### src/design/eps_pkg.sv
// constants and register layout of the enhanced pwm output-steering block
// Behaviour
// shutdown event sets flag, forces shutdown state
// source field selects fault pin combinations
// codes 001-011 select comparator-only shutdown
// a/c pair shutdown state: tristate, high, low
// b/d pair shutdown state: tristate, high, low
// shutdown follows source level, not edges
// flag writes ignored while condition present
// restart only at next pwm period
// auto-restart clears flag when source inactive
// without auto-restart software clears the flag
// active-going edges delayed by instruction cycles
// complementary pair: a with b, c or d
// pair field 00 uses steering bits only
// steering update at period or instruction cycle
// steering bits route polarised pwm to pins
// steering only in pwm, single-output config
// timer select bit picks channel time base
// mode 1100-1111 set pair polarities
// half-bridge on a/b, single uses steering
// unimplemented bits read zero, ignore writes
package eps_pkg;

  // ==========================================================
  // register offsets (byte addresses)
  localparam logic [11:0] OFS_SHUTDOWN = 12'h000;
  localparam logic [11:0] OFS_DELAY    = 12'h004;
  localparam logic [11:0] OFS_STEER    = 12'h008;
  localparam logic [11:0] OFS_TIMERSEL = 12'h00c;
  localparam logic [11:0] OFS_MODE     = 12'h010;

  // ==========================================================
  // implemented-bit masks
  localparam logic [15:0] MSK_SHUTDOWN = 16'h00ff;
  localparam logic [15:0] MSK_DELAY    = 16'h00ff;
  localparam logic [15:0] MSK_STEER    = 16'h00df;
  localparam logic [15:0] MSK_TIMERSEL = 16'h0049;
  localparam logic [15:0] MSK_MODE     = 16'h00cf;

  // ==========================================================
  // reset values
  localparam logic [15:0] RST_SHUTDOWN = 16'h0000;
  localparam logic [15:0] RST_DELAY    = 16'h0000;
  localparam logic [15:0] RST_STEER    = 16'h0001;
  localparam logic [15:0] RST_TIMERSEL = 16'h0000;
  localparam logic [15:0] RST_MODE     = 16'h0000;

  // ==========================================================
  // field positions
  localparam int FLAG_BIT    = 7;
  localparam int SRC_LSB     = 4;
  localparam int AC_LSB      = 2;
  localparam int BD_LSB      = 0;
  localparam int RESTART_BIT = 7;
  localparam int CMPL_LSB    = 6;
  localparam int SYNC_BIT    = 4;
  localparam int TSEL1_BIT   = 0;
  localparam int TSEL2_BIT   = 3;
  localparam int TSEL3_BIT   = 6;
  localparam int PM_LSB      = 6;

  // ==========================================================
  // encodings
  localparam logic [2:0] SRC_OFF       = 3'h0;
  localparam logic [2:0] SRC_CMP1      = 3'h1;
  localparam logic [2:0] SRC_CMP2      = 3'h2;
  localparam logic [2:0] SRC_CMP_EITHER = 3'h3;
  localparam logic [2:0] SRC_FAULT     = 3'h4;
  localparam logic [2:0] SRC_FAULT_C1  = 3'h5;
  localparam logic [2:0] SRC_FAULT_C2  = 3'h6;
  localparam logic [2:0] SRC_FAULT_ANY = 3'h7;
  localparam logic [1:0] MODE_PWM_HI   = 2'h3;
  localparam logic [1:0] PM_SINGLE     = 2'h0;
  localparam logic [1:0] PM_FORWARD    = 2'h1;
  localparam logic [1:0] PM_HALF       = 2'h2;
  localparam logic [1:0] PM_REVERSE    = 2'h3;
  localparam logic [1:0] CMPL_OFF      = 2'h0;

  // ==========================================================
  // timing
  localparam int ICYC_OSC_PERIODS = 2;
  localparam int DELAY_W          = 7;

endpackage

### src/design/eps_top.sv
// enhanced pwm shutdown, delay and steering logic with apb registers
`timescale 1ns/1ps
module eps_top
  import eps_pkg::*;
(
  input  wire logic        clk_sys,
  input  wire logic        resetn,
  input  wire logic        psel,
  input  wire logic        penable,
  input  wire logic        pwrite,
  input  wire logic [11:0] paddr,
  input  wire logic [31:0] pwdata,
  output logic      [31:0] prdata,
  output logic             pready,
  output logic             pslverr,
  input  wire logic        pwm_raw,
  input  wire logic        period_start_timer_two,
  input  wire logic        period_start_timer_four,
  input  wire logic        fault_input_n,
  input  wire logic        comparator_one_output,
  input  wire logic        comparator_two_output,
  input  wire logic [3:0]  port_out,
  input  wire logic [3:0]  port_oe,
  output logic             enhanced_output_a,
  output logic             enhanced_output_a_oe,
  output logic             enhanced_output_b,
  output logic             enhanced_output_b_oe,
  output logic             enhanced_output_c,
  output logic             enhanced_output_c_oe,
  output logic             enhanced_output_d,
  output logic             enhanced_output_d_oe,
  output logic             shutdown_event_flag,
  output logic             channel_one_timer_select,
  output logic             channel_two_timer_select,
  output logic             channel_three_timer_select
);

  // ==========================================================
  // registers
  logic [15:0] shutdown_reg;
  logic [15:0] delay_reg;
  logic [15:0] steer_reg;
  logic [15:0] timersel_reg;
  logic [15:0] mode_reg;
  logic [15:0] next_shutdown_reg;
  logic [15:0] next_delay_reg;
  logic [15:0] next_steer_reg;
  logic [15:0] next_timersel_reg;
  logic [15:0] next_mode_reg;
  logic [31:0] next_prdata;
  logic        addr_hit;
  logic        wr_strobe;
  logic [15:0] wdata;
  logic [15:0] rd_value;

  // ==========================================================
  // derived controls
  logic [2:0]  shutdown_source_select;
  logic [1:0]  ac_pair_shutdown_state;
  logic [1:0]  bd_pair_shutdown_state;
  logic        auto_restart_enable;
  logic [6:0]  pwm_delay_count;
  logic [3:0]  enhanced_mode_field;
  logic [1:0]  output_configuration_field;
  logic        steering_update_sync;
  logic        src_active;
  logic        period_start;
  logic        pwm_mode;

  assign shutdown_source_select = shutdown_reg[SRC_LSB +: 3];
  assign ac_pair_shutdown_state = shutdown_reg[AC_LSB +: 2];
  assign bd_pair_shutdown_state = shutdown_reg[BD_LSB +: 2];
  assign auto_restart_enable    = delay_reg[RESTART_BIT];
  assign pwm_delay_count        = delay_reg[DELAY_W-1:0];
  assign enhanced_mode_field    = mode_reg[3:0];
  assign output_configuration_field = mode_reg[PM_LSB +: 2];
  assign steering_update_sync   = steer_reg[SYNC_BIT];
  assign pwm_mode = (enhanced_mode_field[3:2] == MODE_PWM_HI);
  assign shutdown_event_flag    = shutdown_reg[FLAG_BIT];
  assign channel_one_timer_select   = timersel_reg[TSEL1_BIT];
  assign channel_two_timer_select   = timersel_reg[TSEL2_BIT];
  assign channel_three_timer_select = timersel_reg[TSEL3_BIT];

  // channel one's period boundary follows its chosen time base
  assign period_start = channel_one_timer_select ?
                        period_start_timer_four :
                        period_start_timer_two;

  // ==========================================================
  // shutdown source selection, level sensitive
  always_comb begin
    case (shutdown_source_select)
      SRC_OFF:        src_active = 1'b0;
      SRC_CMP1:       src_active = comparator_one_output;
      SRC_CMP2:       src_active = comparator_two_output;
      SRC_CMP_EITHER: src_active = comparator_one_output |
                                   comparator_two_output;
      SRC_FAULT:      src_active = ~fault_input_n;
      SRC_FAULT_C1:   src_active = ~fault_input_n |
                                   comparator_one_output;
      SRC_FAULT_C2:   src_active = ~fault_input_n |
                                   comparator_two_output;
      SRC_FAULT_ANY:  src_active = ~fault_input_n |
                                   comparator_one_output |
                                   comparator_two_output;
      default:        src_active = 1'b0;
    endcase
  end

  // ==========================================================
  // apb slave: zero wait states, read data caught in setup
  assign wr_strobe = psel & penable & pwrite;
  assign wdata     = pwdata[15:0];
  assign pready    = 1'b1;
  assign pslverr   = psel & penable & ~addr_hit;

  always_comb begin
    addr_hit = 1'b1;
    case (paddr)
      OFS_SHUTDOWN: rd_value = shutdown_reg;
      OFS_DELAY:    rd_value = delay_reg;
      OFS_STEER:    rd_value = steer_reg;
      OFS_TIMERSEL: rd_value = timersel_reg;
      OFS_MODE:     rd_value = mode_reg;
      default: begin
        rd_value = 16'h0000;
        addr_hit = 1'b0;
      end
    endcase
  end

  always_comb begin
    next_prdata = prdata;
    if (psel & ~penable & ~pwrite) begin
      next_prdata = {16'h0000, rd_value};
    end
  end

  always_comb begin
    next_shutdown_reg = shutdown_reg;
    next_delay_reg    = delay_reg;
    next_steer_reg    = steer_reg;
    next_timersel_reg = timersel_reg;
    next_mode_reg     = mode_reg;
    if (wr_strobe) begin
      case (paddr)
        OFS_SHUTDOWN: begin
          // flag bit takes the written value only while no source is active
          next_shutdown_reg = wdata & MSK_SHUTDOWN;
          next_shutdown_reg[FLAG_BIT] = shutdown_reg[FLAG_BIT];
          if (!src_active) begin
            next_shutdown_reg[FLAG_BIT] = wdata[FLAG_BIT];
          end
        end
        OFS_DELAY:    next_delay_reg    = wdata & MSK_DELAY;
        OFS_STEER:    next_steer_reg    = wdata & MSK_STEER;
        OFS_TIMERSEL: next_timersel_reg = wdata & MSK_TIMERSEL;
        OFS_MODE:     next_mode_reg     = wdata & MSK_MODE;
        default: ;
      endcase
    end
    if (auto_restart_enable && !src_active &&
        shutdown_reg[FLAG_BIT]) begin
      next_shutdown_reg[FLAG_BIT] = 1'b0;
    end
    // an active source always wins over any clear
    if (src_active) begin
      next_shutdown_reg[FLAG_BIT] = 1'b1;
    end
  end

  always_ff @(posedge clk_sys or negedge resetn) begin
    if (!resetn) begin
      shutdown_reg <= RST_SHUTDOWN;
      delay_reg    <= RST_DELAY;
      steer_reg    <= RST_STEER;
      timersel_reg <= RST_TIMERSEL;
      mode_reg     <= RST_MODE;
      prdata       <= 32'h0000_0000;
    end else begin
      shutdown_reg <= next_shutdown_reg;
      delay_reg    <= next_delay_reg;
      steer_reg    <= next_steer_reg;
      timersel_reg <= next_timersel_reg;
      mode_reg     <= next_mode_reg;
      prdata       <= next_prdata;
    end
  end

  // ==========================================================
  // instruction cycle enable and restart gating
  logic icyc_phase;
  logic next_icyc_phase;
  logic icyc_en;
  logic run;
  logic next_run;

  assign icyc_en = icyc_phase;

  always_comb begin
    next_icyc_phase = ~icyc_phase;
    // waveform only comes back on a period boundary
    next_run = run;
    if (shutdown_event_flag) begin
      next_run = 1'b0;
    end else if (period_start) begin
      next_run = 1'b1;
    end
  end

  always_ff @(posedge clk_sys or negedge resetn) begin
    if (!resetn) begin
      icyc_phase <= 1'b0;
      run        <= 1'b0;
    end else begin
      icyc_phase <= next_icyc_phase;
      run        <= next_run;
    end
  end

  // ==========================================================
  // steering shadow, applied at the selected boundary
  logic [3:0] steer_act;
  logic [1:0] cmpl_act;
  logic [3:0] next_steer_act;
  logic [1:0] next_cmpl_act;
  logic       steer_load;

  assign steer_load = steering_update_sync ? period_start :
                      icyc_en;

  always_comb begin
    next_steer_act = steer_act;
    next_cmpl_act  = cmpl_act;
    if (steer_load) begin
      next_steer_act = steer_reg[3:0];
      next_cmpl_act  = steer_reg[CMPL_LSB +: 2];
    end
  end

  always_ff @(posedge clk_sys or negedge resetn) begin
    if (!resetn) begin
      steer_act <= RST_STEER[3:0];
      cmpl_act  <= RST_STEER[CMPL_LSB +: 2];
    end else begin
      steer_act <= next_steer_act;
      cmpl_act  <= next_cmpl_act;
    end
  end

  // ==========================================================
  // active-edge delay for the true and inverted phases
  logic [1:0]         phase_raw;
  logic [1:0]         phase_act;

  assign phase_raw = {~pwm_raw, pwm_raw};

  genvar g;
  generate
    for (g = 0; g < 2; g++) begin : g_delay
      logic [DELAY_W-1:0] dly_cnt;
      logic [DELAY_W-1:0] next_cnt;
      always_comb begin
        next_cnt = dly_cnt;
        if (!phase_raw[g]) begin
          next_cnt = pwm_delay_count;
        end else if (icyc_en && dly_cnt != '0) begin
          next_cnt = dly_cnt - 7'h01;
        end
      end
      always_ff @(posedge clk_sys or negedge resetn) begin
        if (!resetn) begin
          dly_cnt <= '0;
        end else begin
          dly_cnt <= next_cnt;
        end
      end
      // inactive-going edges pass straight through
      assign phase_act[g] = phase_raw[g] &&
                            (dly_cnt == '0);
    end
  endgenerate

  // ==========================================================
  // pin mapping: mode, steering, polarity and shutdown
  logic [3:0] pin_q;
  logic [3:0] pin_oe_q;
  logic [3:0] next_pin;
  logic [3:0] next_pin_oe;
  logic [3:0] pin_pwm;
  logic [3:0] pin_lvl;
  logic [3:0] pol_low;
  logic       in_shutdown;
  logic       mod_w;
  logic       cmp_w;

  assign mod_w = phase_act[0];
  assign cmp_w = phase_act[1];
  // a and c follow mode bit 1, b and d follow mode bit 0
  assign pol_low = {enhanced_mode_field[0], enhanced_mode_field[1],
                    enhanced_mode_field[0],
                    enhanced_mode_field[1]};
  assign in_shutdown = shutdown_event_flag | ~run;

  always_comb begin
    pin_pwm = 4'h0;
    pin_lvl = 4'h0;
    case (output_configuration_field)
      PM_SINGLE: begin
        // steering only honoured here and in pwm mode
        pin_pwm = steer_act;
        pin_lvl = {4{mod_w}};
        if (cmpl_act != CMPL_OFF) begin
          pin_pwm[0] = 1'b1;
          pin_pwm[cmpl_act] = 1'b1;
          pin_lvl[cmpl_act] = cmp_w;
        end
      end
      PM_HALF: begin
        pin_pwm = 4'h3;
        pin_lvl = {2'b00, cmp_w, mod_w};
      end
      PM_FORWARD: begin
        pin_pwm = 4'hf;
        pin_lvl = {mod_w, 2'b00, 1'b1};
      end
      PM_REVERSE: begin
        pin_pwm = 4'hf;
        pin_lvl = {1'b0, 1'b1, mod_w, 1'b0};
      end
      default: begin
        pin_pwm = 4'h0;
        pin_lvl = 4'h0;
      end
    endcase
    if (!pwm_mode) begin
      pin_pwm = 4'h0;
    end
  end

  always_comb begin
    next_pin    = port_out;
    next_pin_oe = port_oe;
    for (int i = 0; i < 4; i++) begin
      if (pin_pwm[i]) begin
        next_pin_oe[i] = 1'b1;
        next_pin[i]    = pin_lvl[i] ^ pol_low[i];
        if (in_shutdown) begin
          if (i == 0 || i == 2) begin
            next_pin_oe[i] = ~ac_pair_shutdown_state[1];
            next_pin[i]    = ac_pair_shutdown_state[0];
          end else begin
            next_pin_oe[i] = ~bd_pair_shutdown_state[1];
            next_pin[i]    = bd_pair_shutdown_state[0];
          end
        end
      end
    end
  end

  always_ff @(posedge clk_sys or negedge resetn) begin
    if (!resetn) begin
      pin_q    <= 4'h0;
      pin_oe_q <= 4'h0;
    end else begin
      pin_q    <= next_pin;
      pin_oe_q <= next_pin_oe;
    end
  end

  assign enhanced_output_a    = pin_q[0];
  assign enhanced_output_a_oe = pin_oe_q[0];
  assign enhanced_output_b    = pin_q[1];
  assign enhanced_output_b_oe = pin_oe_q[1];
  assign enhanced_output_c    = pin_q[2];
  assign enhanced_output_c_oe = pin_oe_q[2];
  assign enhanced_output_d    = pin_q[3];
  assign enhanced_output_d_oe = pin_oe_q[3];

endmodule

### config.mk
export PLATFORM = sky130hd
export DESIGN_NAME = eps_top
export DESIGN_NICKNAME = d
export VERILOG_FILES = /design/src/design/eps_pkg.sv /design/src/design/eps_top.sv
export SDC_FILE = /design/constraint.sdc
export NUM_CORES = 1
export LEC_CHECK = 0
export ABC_AREA = 1
export BUFFER_PORTS_ARGS = -buffer_cell sky130_fd_sc_hd__buf_4
export CAP_MARGIN = 10
export CORE_UTILIZATION = 29
export CTS_BUF_LIST = sky130_fd_sc_hd__clkbuf_4
export DETAILED_ROUTE_END_ITERATION = 10
export GPL_TIMING_DRIVEN = 0
export HOLD_SLACK_MARGIN = 0.12
export MAX_ROUTING_LAYER = met4
export PLACE_DENSITY = 0.54
export SETUP_SLACK_MARGIN = 0.02
export SYNTH_ARGS = -nofsm -noshare
export SYNTH_HDL_FRONTEND = slang
export SYNTH_SLANG_ARGS = --single-unit
### constraint.sdc
create_clock -name clk_sys -period 4.68 [get_ports clk_sys]
set_input_delay 0.468 -clock clk_sys [delete_from_list [all_inputs] [get_ports clk_sys]]
set_output_delay 0.468 -clock clk_sys [all_outputs]
set_load 0.02 [all_outputs]
; Word level (Yosys, flattened, before mapping)
; Index checks and enable logic that the tools add are counted.
; Widths: inputs -> output; s select.
[op_classes]
bitwise_logic = 24
n_mux = 37
magnitude_cmp = 2
n_eq_ne = 16
n_addsub = 2
n_reduce_logical = 28
[op_table]
columns = cell, count
row1 = $pmux 8 s5, 1
row2 = $mux 7, 4
row3 = $eq 12x4->1 const B, 2
row4 = $mux 1, 22
row5 = $mux 8, 2
row6 = $pmux 4 s4, 1
row7 = $logic_not 7->1, 2
row8 = $reduce_bool 7->1, 2
row9 = $sub 7x1->7 const B, 2
row10 = $eq 12x3->1 const B, 1
row11 = $eq 12x5->1 const B, 1
row12 = $eq 3x3->1 const B, 4
row13 = $logic_not 12->1, 1
row14 = $mux 4, 3
row15 = $pmux 4 s3, 1
row16 = $reduce_and 2->1, 6
row17 = $not 1->1, 9
row18 = $pmux 1 s8, 1
row19 = $logic_and 1x1->1, 7
row20 = $eq 2x2->1 const B, 3
row21 = $eq 3x2->1 const B, 2
row22 = $reduce_bool 2->1, 3
row23 = $reduce_bool 3->1, 2
row24 = $and 1x1->1, 5
row25 = 15 further kinds, 22
[word_totals]
wordCells = 124
output_inout_bits = 46
reg_bits = 78
input_bits = 63

; Logic depth before layout (Yosys ltp)
; Gate-level depths: netlist (run 1).
[logic_depth]
ltp_word = 10
depth_mapped = 12
ltp_nobuf = 12

; Worst setup path before layout (run 1)
; OpenSTA, ideal clock, no wires.
[synth_timing]
path_type = input -> output
startpoint = in paddr[1]
endpoint = out pslverr
arrival_ns = 1.422
slack_ns = 2.790
cell_stages = 7
n_path_buf = 0
t_required_ns = 4.212
path_cell_list = nor2_2 -> nand2_1 -> nor2_2 -> nor3b_4 -> nor2_1 -> nand3b_1 -> nor3_1
[synth_between]
elab_chain_len = 5
elab_cells_between_ends = 9
cone_classes = eq/ne (4) / mux (1) / bitwise (2) / reduce/logical (2)
[synth_lines]
columns = element, line
row1 = start: declaration, eps_top.sv:11  ; input wire logic [11:0] paddr,
row2 = $eq 12x5->1 (tied with other cells), eps_top.sv:119  ; case (paddr)
row3 = $reduce_or 5->1 (no source line) (*), --
row4 = $mux 1 (*), eps_top.sv:119
row5 = $not 1->1 (*), eps_top.sv:115  ; assign pslverr = psel & penable & ~addr_hit;
row6 = $and 1x1->1 (*), eps_top.sv:115
row7 = end: declaration, eps_top.sv:15  ; output logic pslverr,
; Every way passes the cells marked *; elsewhere a longest branch is shown, timed or not.

; Worst setup path after layout (run 1)
; Ends and elaborated chain as after synthesis.

==> results.sh, run 1 <==
export IMPL_fp_dieW_um=118
export IMPL_cts_resized=0
export IMPL_swShare_pct=32.2
export IMPL_grt_max_degree=71
export IMPL_post_drt_wl_per_cell_um=13.3
export IMPL_fp_dieH_um=118
export IMPL_clk_latency_ps=420
export IMPL_internal_power_mw=1.01
export IMPL_slew_headroom_pct=29.5
export IMPL_dr_pass1_iters=5
export IMPL_hold_viol=0
export IMPL_maxSlewViolCount=0
export IMPL_synth_edff_count=0
export IMPL_seqPwrFrac_pct=45.5
export IMPL_yosysWarningCount=0
export IMPL_cp_arrival_ps=1810
export IMPL_antenna_found_initial=1
export IMPL_powerDensity_nw_per_um2=310
export IMPL_syn_inst=491
export IMPL_fin_util_pct=36.5
export IMPL_grt_setup_unrepaired="false"
export IMPL_critPathKind="primary input to output pin"
export IMPL_portBuffers=58
export IMPL_synth_flop_cell="dfrtp_1"
export IMPL_ir_worst_vdd_mv=0.132
export IMPL_yosysSeqAreaShare_pct=44.6
export IMPL_cts_buffers=9
export IMPL_dieArea_um2=14000
export IMPL_routed_wl_um=10200
export IMPL_syn_area_um2=3940
export IMPL_cts_setup_buffers=0
export IMPL_setup_tns_ps=0
export IMPL_antenna_left=0
export IMPL_syn2layout_area_growth_pct=22.7
export IMPL_dp_hpwl_um=8010
export IMPL_vias_per_cell=4.53
export IMPL_setup_viol=0
export IMPL_fillCellCount=1389
export IMPL_vias=3463
export IMPL_startpoint_type="primary input"
export IMPL_clk_pin_slew_ps=90
export IMPL_grt_pass1_vias=3385
export IMPL_cp_required_ps=4210
export IMPL_max_freq_mhz=440
export IMPL_clk_path_buf_depth=2
export IMPL_fin_ws_ps=2410
export IMPL_worst_slew_pin_slew_ps=1050
export IMPL_clock_power_share_pct=28.3
export IMPL_multi_input_area_um2=1760
export IMPL_postSynthAreaPerCell_um2=8.01
export IMPL_drt_initial_drc_count=213
export IMPL_clkSinkCount=70
export IMPL_cts_root_buf="clkbuf_4"
export IMPL_postCtsHoldBufs=0
export IMPL_core_rowCount=42
export IMPL_layout_drive_gt1_share_pct=23.5
export IMPL_largest_register="g_delay.dly_cnt"
export IMPL_initial_utilization_pct=29.7
export IMPL_yosysUniqueCellTypes=47
export IMPL_grtUsageTotal_pct=15.9
export IMPL_ios=109
export IMPL_grt_pass1_wl_um=16900
export IMPL_async_flop_share_pct=100
export IMPL_p_leak_nw=2.53
export IMPL_end_kind="output pin"
export IMPL_cts_tree="done"
export IMPL_finalNetCount=648
export IMPL_synth_seq_cells=70
export IMPL_switchingPower_uw=481
export IMPL_pwr_share_comb_pct=26.1
export IMPL_hold_path_class="primary input to async pin"
export IMPL_whs_ps=163
export IMPL_finalCritPeriodShare_pct=48.6
export IMPL_cts_htree_levels=3
export IMPL_final_cell_area_um2=4830
export IMPL_regArea_um2=1750
export IMPL_largest_reg_flops=14
export IMPL_status="completed"
export IMPL_dp_slack_ps=2430
export IMPL_place_gp_congestion=0.836
export IMPL_core_area_um2=13200
export IMPL_crit_fanout=5
export IMPL_drc=0
export IMPL_skew_ps=16.5
export IMPL_overflow=0
export IMPL_post_dp_cell_area_um2=4680
export IMPL_maxCapViolCount=0
export IMPL_finalCriticalPeriod_ps=2270
cell families after synthesis:
family | share of synthesized area (%)
xor gates and xnor gates | 0.223
DFF | 44.6
AOI/OAI and AO/OA | 14.1
muxes | 1.94
adders and majority gates | 0.636
other | 0.191
and+or+nand+nor | 25.5
buffers and inverters | 12.9
cells in the mapped netlist, types with 3 or more instances:
library cell	number	area (um2)
nand3_1	17	85.1
a21oi_1	12	60.1
nor3_1	8	40.0
inv_1	65	244
nor2_1	35	131
nor2_2	5	31.3
mux2_2	5	56.3
dfrtp_1	68	1700
o21ai_2	6	52.6
nand4_1	12	75.1
nand3b_1	3	22.5
inv_2	3	11.3
buf_4	26	195
nand2_1	118	443
o21ai_0	57	285
buf_6	3	33.8
a31oi_1	4	25.0
nand2_2	3	18.8
worst max-delay path: stages:
cell and delay [ps]:
buf_4 110, nor2_2 140, nand2_1 100, nor2_2 210, nor3b_4 370, nor2_1 90, nand3b_1 100, nor3_1 60
buf_4 160
power groups by stage:
stage	registers [mW]	logic [mW]	clock network [mW]
CTS	0.681	0.388	0.447
floorplan	0.697	0.264	0
global placement	0.692	0.374	0
finish	0.681	0.390	0.424
global route	0.689	0.442	0.465
detailed placement	0.692	0.387	0
through the flow:
step / cells / total power [mW]
floorplan: 514 / 0.961
global placement: 748 / 1.07
detailed placement: 748 / 1.08
CTS: 763 / 1.52
global route: 764 / 1.60
finish: 764 / 1.50
worst paths after layout:
path | startpoint | to | slack (ps) | cells after the start
min in group clk_sys | port_oe[0] | pin_oe_q[0] | 240 | 2
worst max register to register | g_delay[1].dly_cnt[0] | g_delay[1].dly_cnt[1] | 2760 | 9
worst max-delay path | paddr[1] | pslverr | 2410 | 9
max in group asynchronous | resetn | timersel_reg[6] | 3940 | 1
worst min-delay path | resetn | g_delay[1].dly_cnt[0] | 160 | 1
worst min register to register | prdata[5] | prdata[5] | 490 | 2
per-layer routing:
layer	GRT usage [%]	vias to the layer above	share of wire, %
met5	-	-	0
met4	7.67	0	2.1
met3	3.33	11	5.9
met2	24.0	123	46
met1	20.5	1591	46
li1	-	1738	-
layout by cell type (no fill, tap or decap), drive strengths merged, types with 4 or more instances in the layout:
| cell | instances |
|---|---|
| a21oi | 13 |
| a31oi | 4 |
| buf | 88 |
| clkbuf | 12 |
| clkinv | 4 |
| conb | 25 |
| dfrtp | 68 |
| inv | 69 |
| mux2 | 5 |
| nand2 | 122 |
| nand3 | 19 |
| nand4 | 13 |
| nor2 | 42 |
| nor3 | 10 |
| o21ai | 65 |
area by class of cell:
cell class              count  share of cell area [%]
multi-input cells         342                    36.5
plain buffers              32                    5.00
inverters                  70                    5.49
clock inverters             5                    1.55
repair buffers             58                    9.02
clock buffers              10                    1.55
diodes                      1                  0.0518
flip-flops and latches     70                    36.3
well taps                 176                    4.56
(Power assumes the default switching activity.)
==> inputs of run 2 (changes only) <==
==> constraint.sdc (replaced) <==
create_clock -name clk_sys -period 2.3 [get_ports clk_sys]
set_input_delay 0.23 -clock clk_sys [delete_from_list [all_inputs] [get_ports clk_sys]]
set_output_delay 0.23 -clock clk_sys [all_outputs]
set_load 0.02 [all_outputs]
==> results.sh, run 2 (same netlist as run 1, synthesis figures left out) <==
export IMPL_status="completed"
export IMPL_routed_wl_um=10400
export IMPL_crit_fanout=10
export IMPL_startpoint_type="flip-flop"
export IMPL_vias_per_cell=4.54
export IMPL_initial_utilization_pct=29.7
export IMPL_vias=3548
export IMPL_final_common_cell="nand2_1"
export IMPL_clkSinkCount=70
export IMPL_hold_start="pwdata[3]"
export IMPL_fp_dieW_um=118
export IMPL_clk_latency_ps=420
export IMPL_maxSlewViolCount=0
export IMPL_cts_setup_buffers=0
export IMPL_worst_slew_pin_slew_ps=1040
export IMPL_skew_ps=17.6
export IMPL_slew_headroom_pct=30.0
export IMPL_grt_setup_unrepaired="false"
export IMPL_max_freq_mhz=520
export IMPL_core_rowCount=42
export IMPL_drt_initial_drc_count=200
export IMPL_largest_register="g_delay.dly_cnt"
export IMPL_portBuffers=58
export IMPL_finalCriticalPeriod_ps=1920
export IMPL_end_kind="flip-flop"
export IMPL_critPathKind="flip-flop to flip-flop"
export IMPL_antenna_left=0
export IMPL_cp_arrival_ps=2210
export IMPL_setup_tns_ps=0
export IMPL_cp_cell_sequence="inv_1 -> ha_1 -> nand2_1 -> nor2_1 -> nand3_1 -> o21a_1 -> buf_2 -> o211ai_1 -> o21ai_0"
export IMPL_regArea_um2=1750
export IMPL_fin_util_pct=37.8
export IMPL_dieArea_um2=14000
export IMPL_antenna_found_initial=1
export IMPL_cp_top_family="simple AND/OR/NAND/NOR gates"
export IMPL_maxCapViolCount=0
export IMPL_r2r_start="g_delay[1].dly_cnt[0]"
export IMPL_hold_path_class="primary input to flip-flop"
export IMPL_dp_hpwl_um=8010
export IMPL_total_power_mw=3.07
export IMPL_finalNetCount=665
export IMPL_p_leak_nw=2.60
export IMPL_cp_required_ps=2580
export IMPL_post_drt_wl_per_cell_um=13.3
export IMPL_clk_pin_slew_ps=110
export IMPL_slowest_stage="dfrtp_1"
export IMPL_cts_resized=0
export IMPL_grt_pass1_vias=3474
export IMPL_grt_max_degree=71
export IMPL_cts_root_buf="clkbuf_4"
export IMPL_ios=109
export IMPL_overflow=0
export IMPL_grtUsageTotal_pct=16.2
export IMPL_core_area_um2=13200
export IMPL_most_common_layout_cells="nand2_1 (118), buf_4 (84), dfrtp_1 (68)"
export IMPL_grt_pass1_wl_um=17200
export IMPL_setup_viol=0
export IMPL_finalCritPeriodShare_pct=83.6
export IMPL_crit_start="g_delay[1].dly_cnt[0]"
export IMPL_fp_dieH_um=118
export IMPL_place_gp_congestion=0.836
export IMPL_rrSetupSlack_ps=380
export IMPL_fillCellCount=1373
export IMPL_clk_path_buf_depth=2
export IMPL_crit_path_max_incr_delay_ps=400
export IMPL_multi_input_area_um2=1760
export IMPL_layout_drive_gt1_share_pct=22.8
export IMPL_cts_tree="done"
export IMPL_cts_buffers=9
export IMPL_crit_buf_inv=2
export IMPL_largest_reg_flops=14
export IMPL_drc=0
export IMPL_powerDensity_nw_per_um2=614
export IMPL_cts_htree_levels=3
export IMPL_syn2layout_area_growth_pct=27.1
export IMPL_ir_worst_vdd_mv=0.266
export IMPL_dr_pass1_iters=4
export IMPL_hold_viol=0
==> run 2: cell count changes in the layout (fill, tap and decap cells not counted) <==
cell	delta
dlygate4sd3_1	+17
==> run 2: power by group <==
part           switching [mW]  total (mW)  leakage, nW  internal (mW)
clock network           0.426       0.868       0.0860          0.442
logic                   0.505       0.816         1.61          0.311
registers              0.0566        1.39        0.902           1.33
total                   0.987        3.07         2.60           2.08
==> run 2: path summary, 6_finish.rpt <==
| kind | to | depth (start not counted) |
|---|---|---|
| min reg2reg | prdata[5] | 2 |
| min in group asynchronous | g_delay[1].dly_cnt[0] | 2 |
| max in group asynchronous | prdata[6] | 2 |
| max | g_delay[1].dly_cnt[1] | 9 |
| min | mode_reg[3] | 3 |
| max reg2reg | g_delay[1].dly_cnt[1] | 9 |
==> run 2: layout make-up <==
cell class	instances	area share [%]
inverter	70	5.31
clock buffer	10	1.50
sequential	70	35.1
multi-input combinational	342	35.2
buffer	32	4.83
clock inverter	5	1.50
antenna	1	0.0501
timing repair buffer	75	12.1
tap	176	4.40
==> run 2: metrics by stage <==
step	cell area [um2]	setup WS, ps	std cells	hold WS, ps
after floorplan	4020	720	514	-65.6
after global placement	4680	260	748	417
after detailed placement	4680	289	748	414
after CTS	5000	373	780	148
after global routing	5000	206	781	162
final	5000	377	781	183
==> run 2: worst register-to-register path: cells and delay by family (launching register included) <==
kind | cells | cell delay (ps)
buffers and inverters | 2 | 280
DFF | 1 | 400
AOI/OAI and AO/OA | 3 | 410
and+or+nand+nor | 3 | 550
adders and majority gates | 1 | 180
==> run 2: timing repair <==
item	CTS	global route
setup endpoints to repair	0	0
endpoints found under the hold margin	89	0
hold buffers	17	0
==> run 2: per-layer routing <==
layer | global-route usage, % | wire (um) | vias to the layer above
li1 | - | - | 1775
met1 | 20.7 | 4840 | 1648
met2 | 24.7 | 4770 | 112
met3 | 3.23 | 504 | 13
met4 | 7.67 | 238 | 0
met5 | - | 0 | -
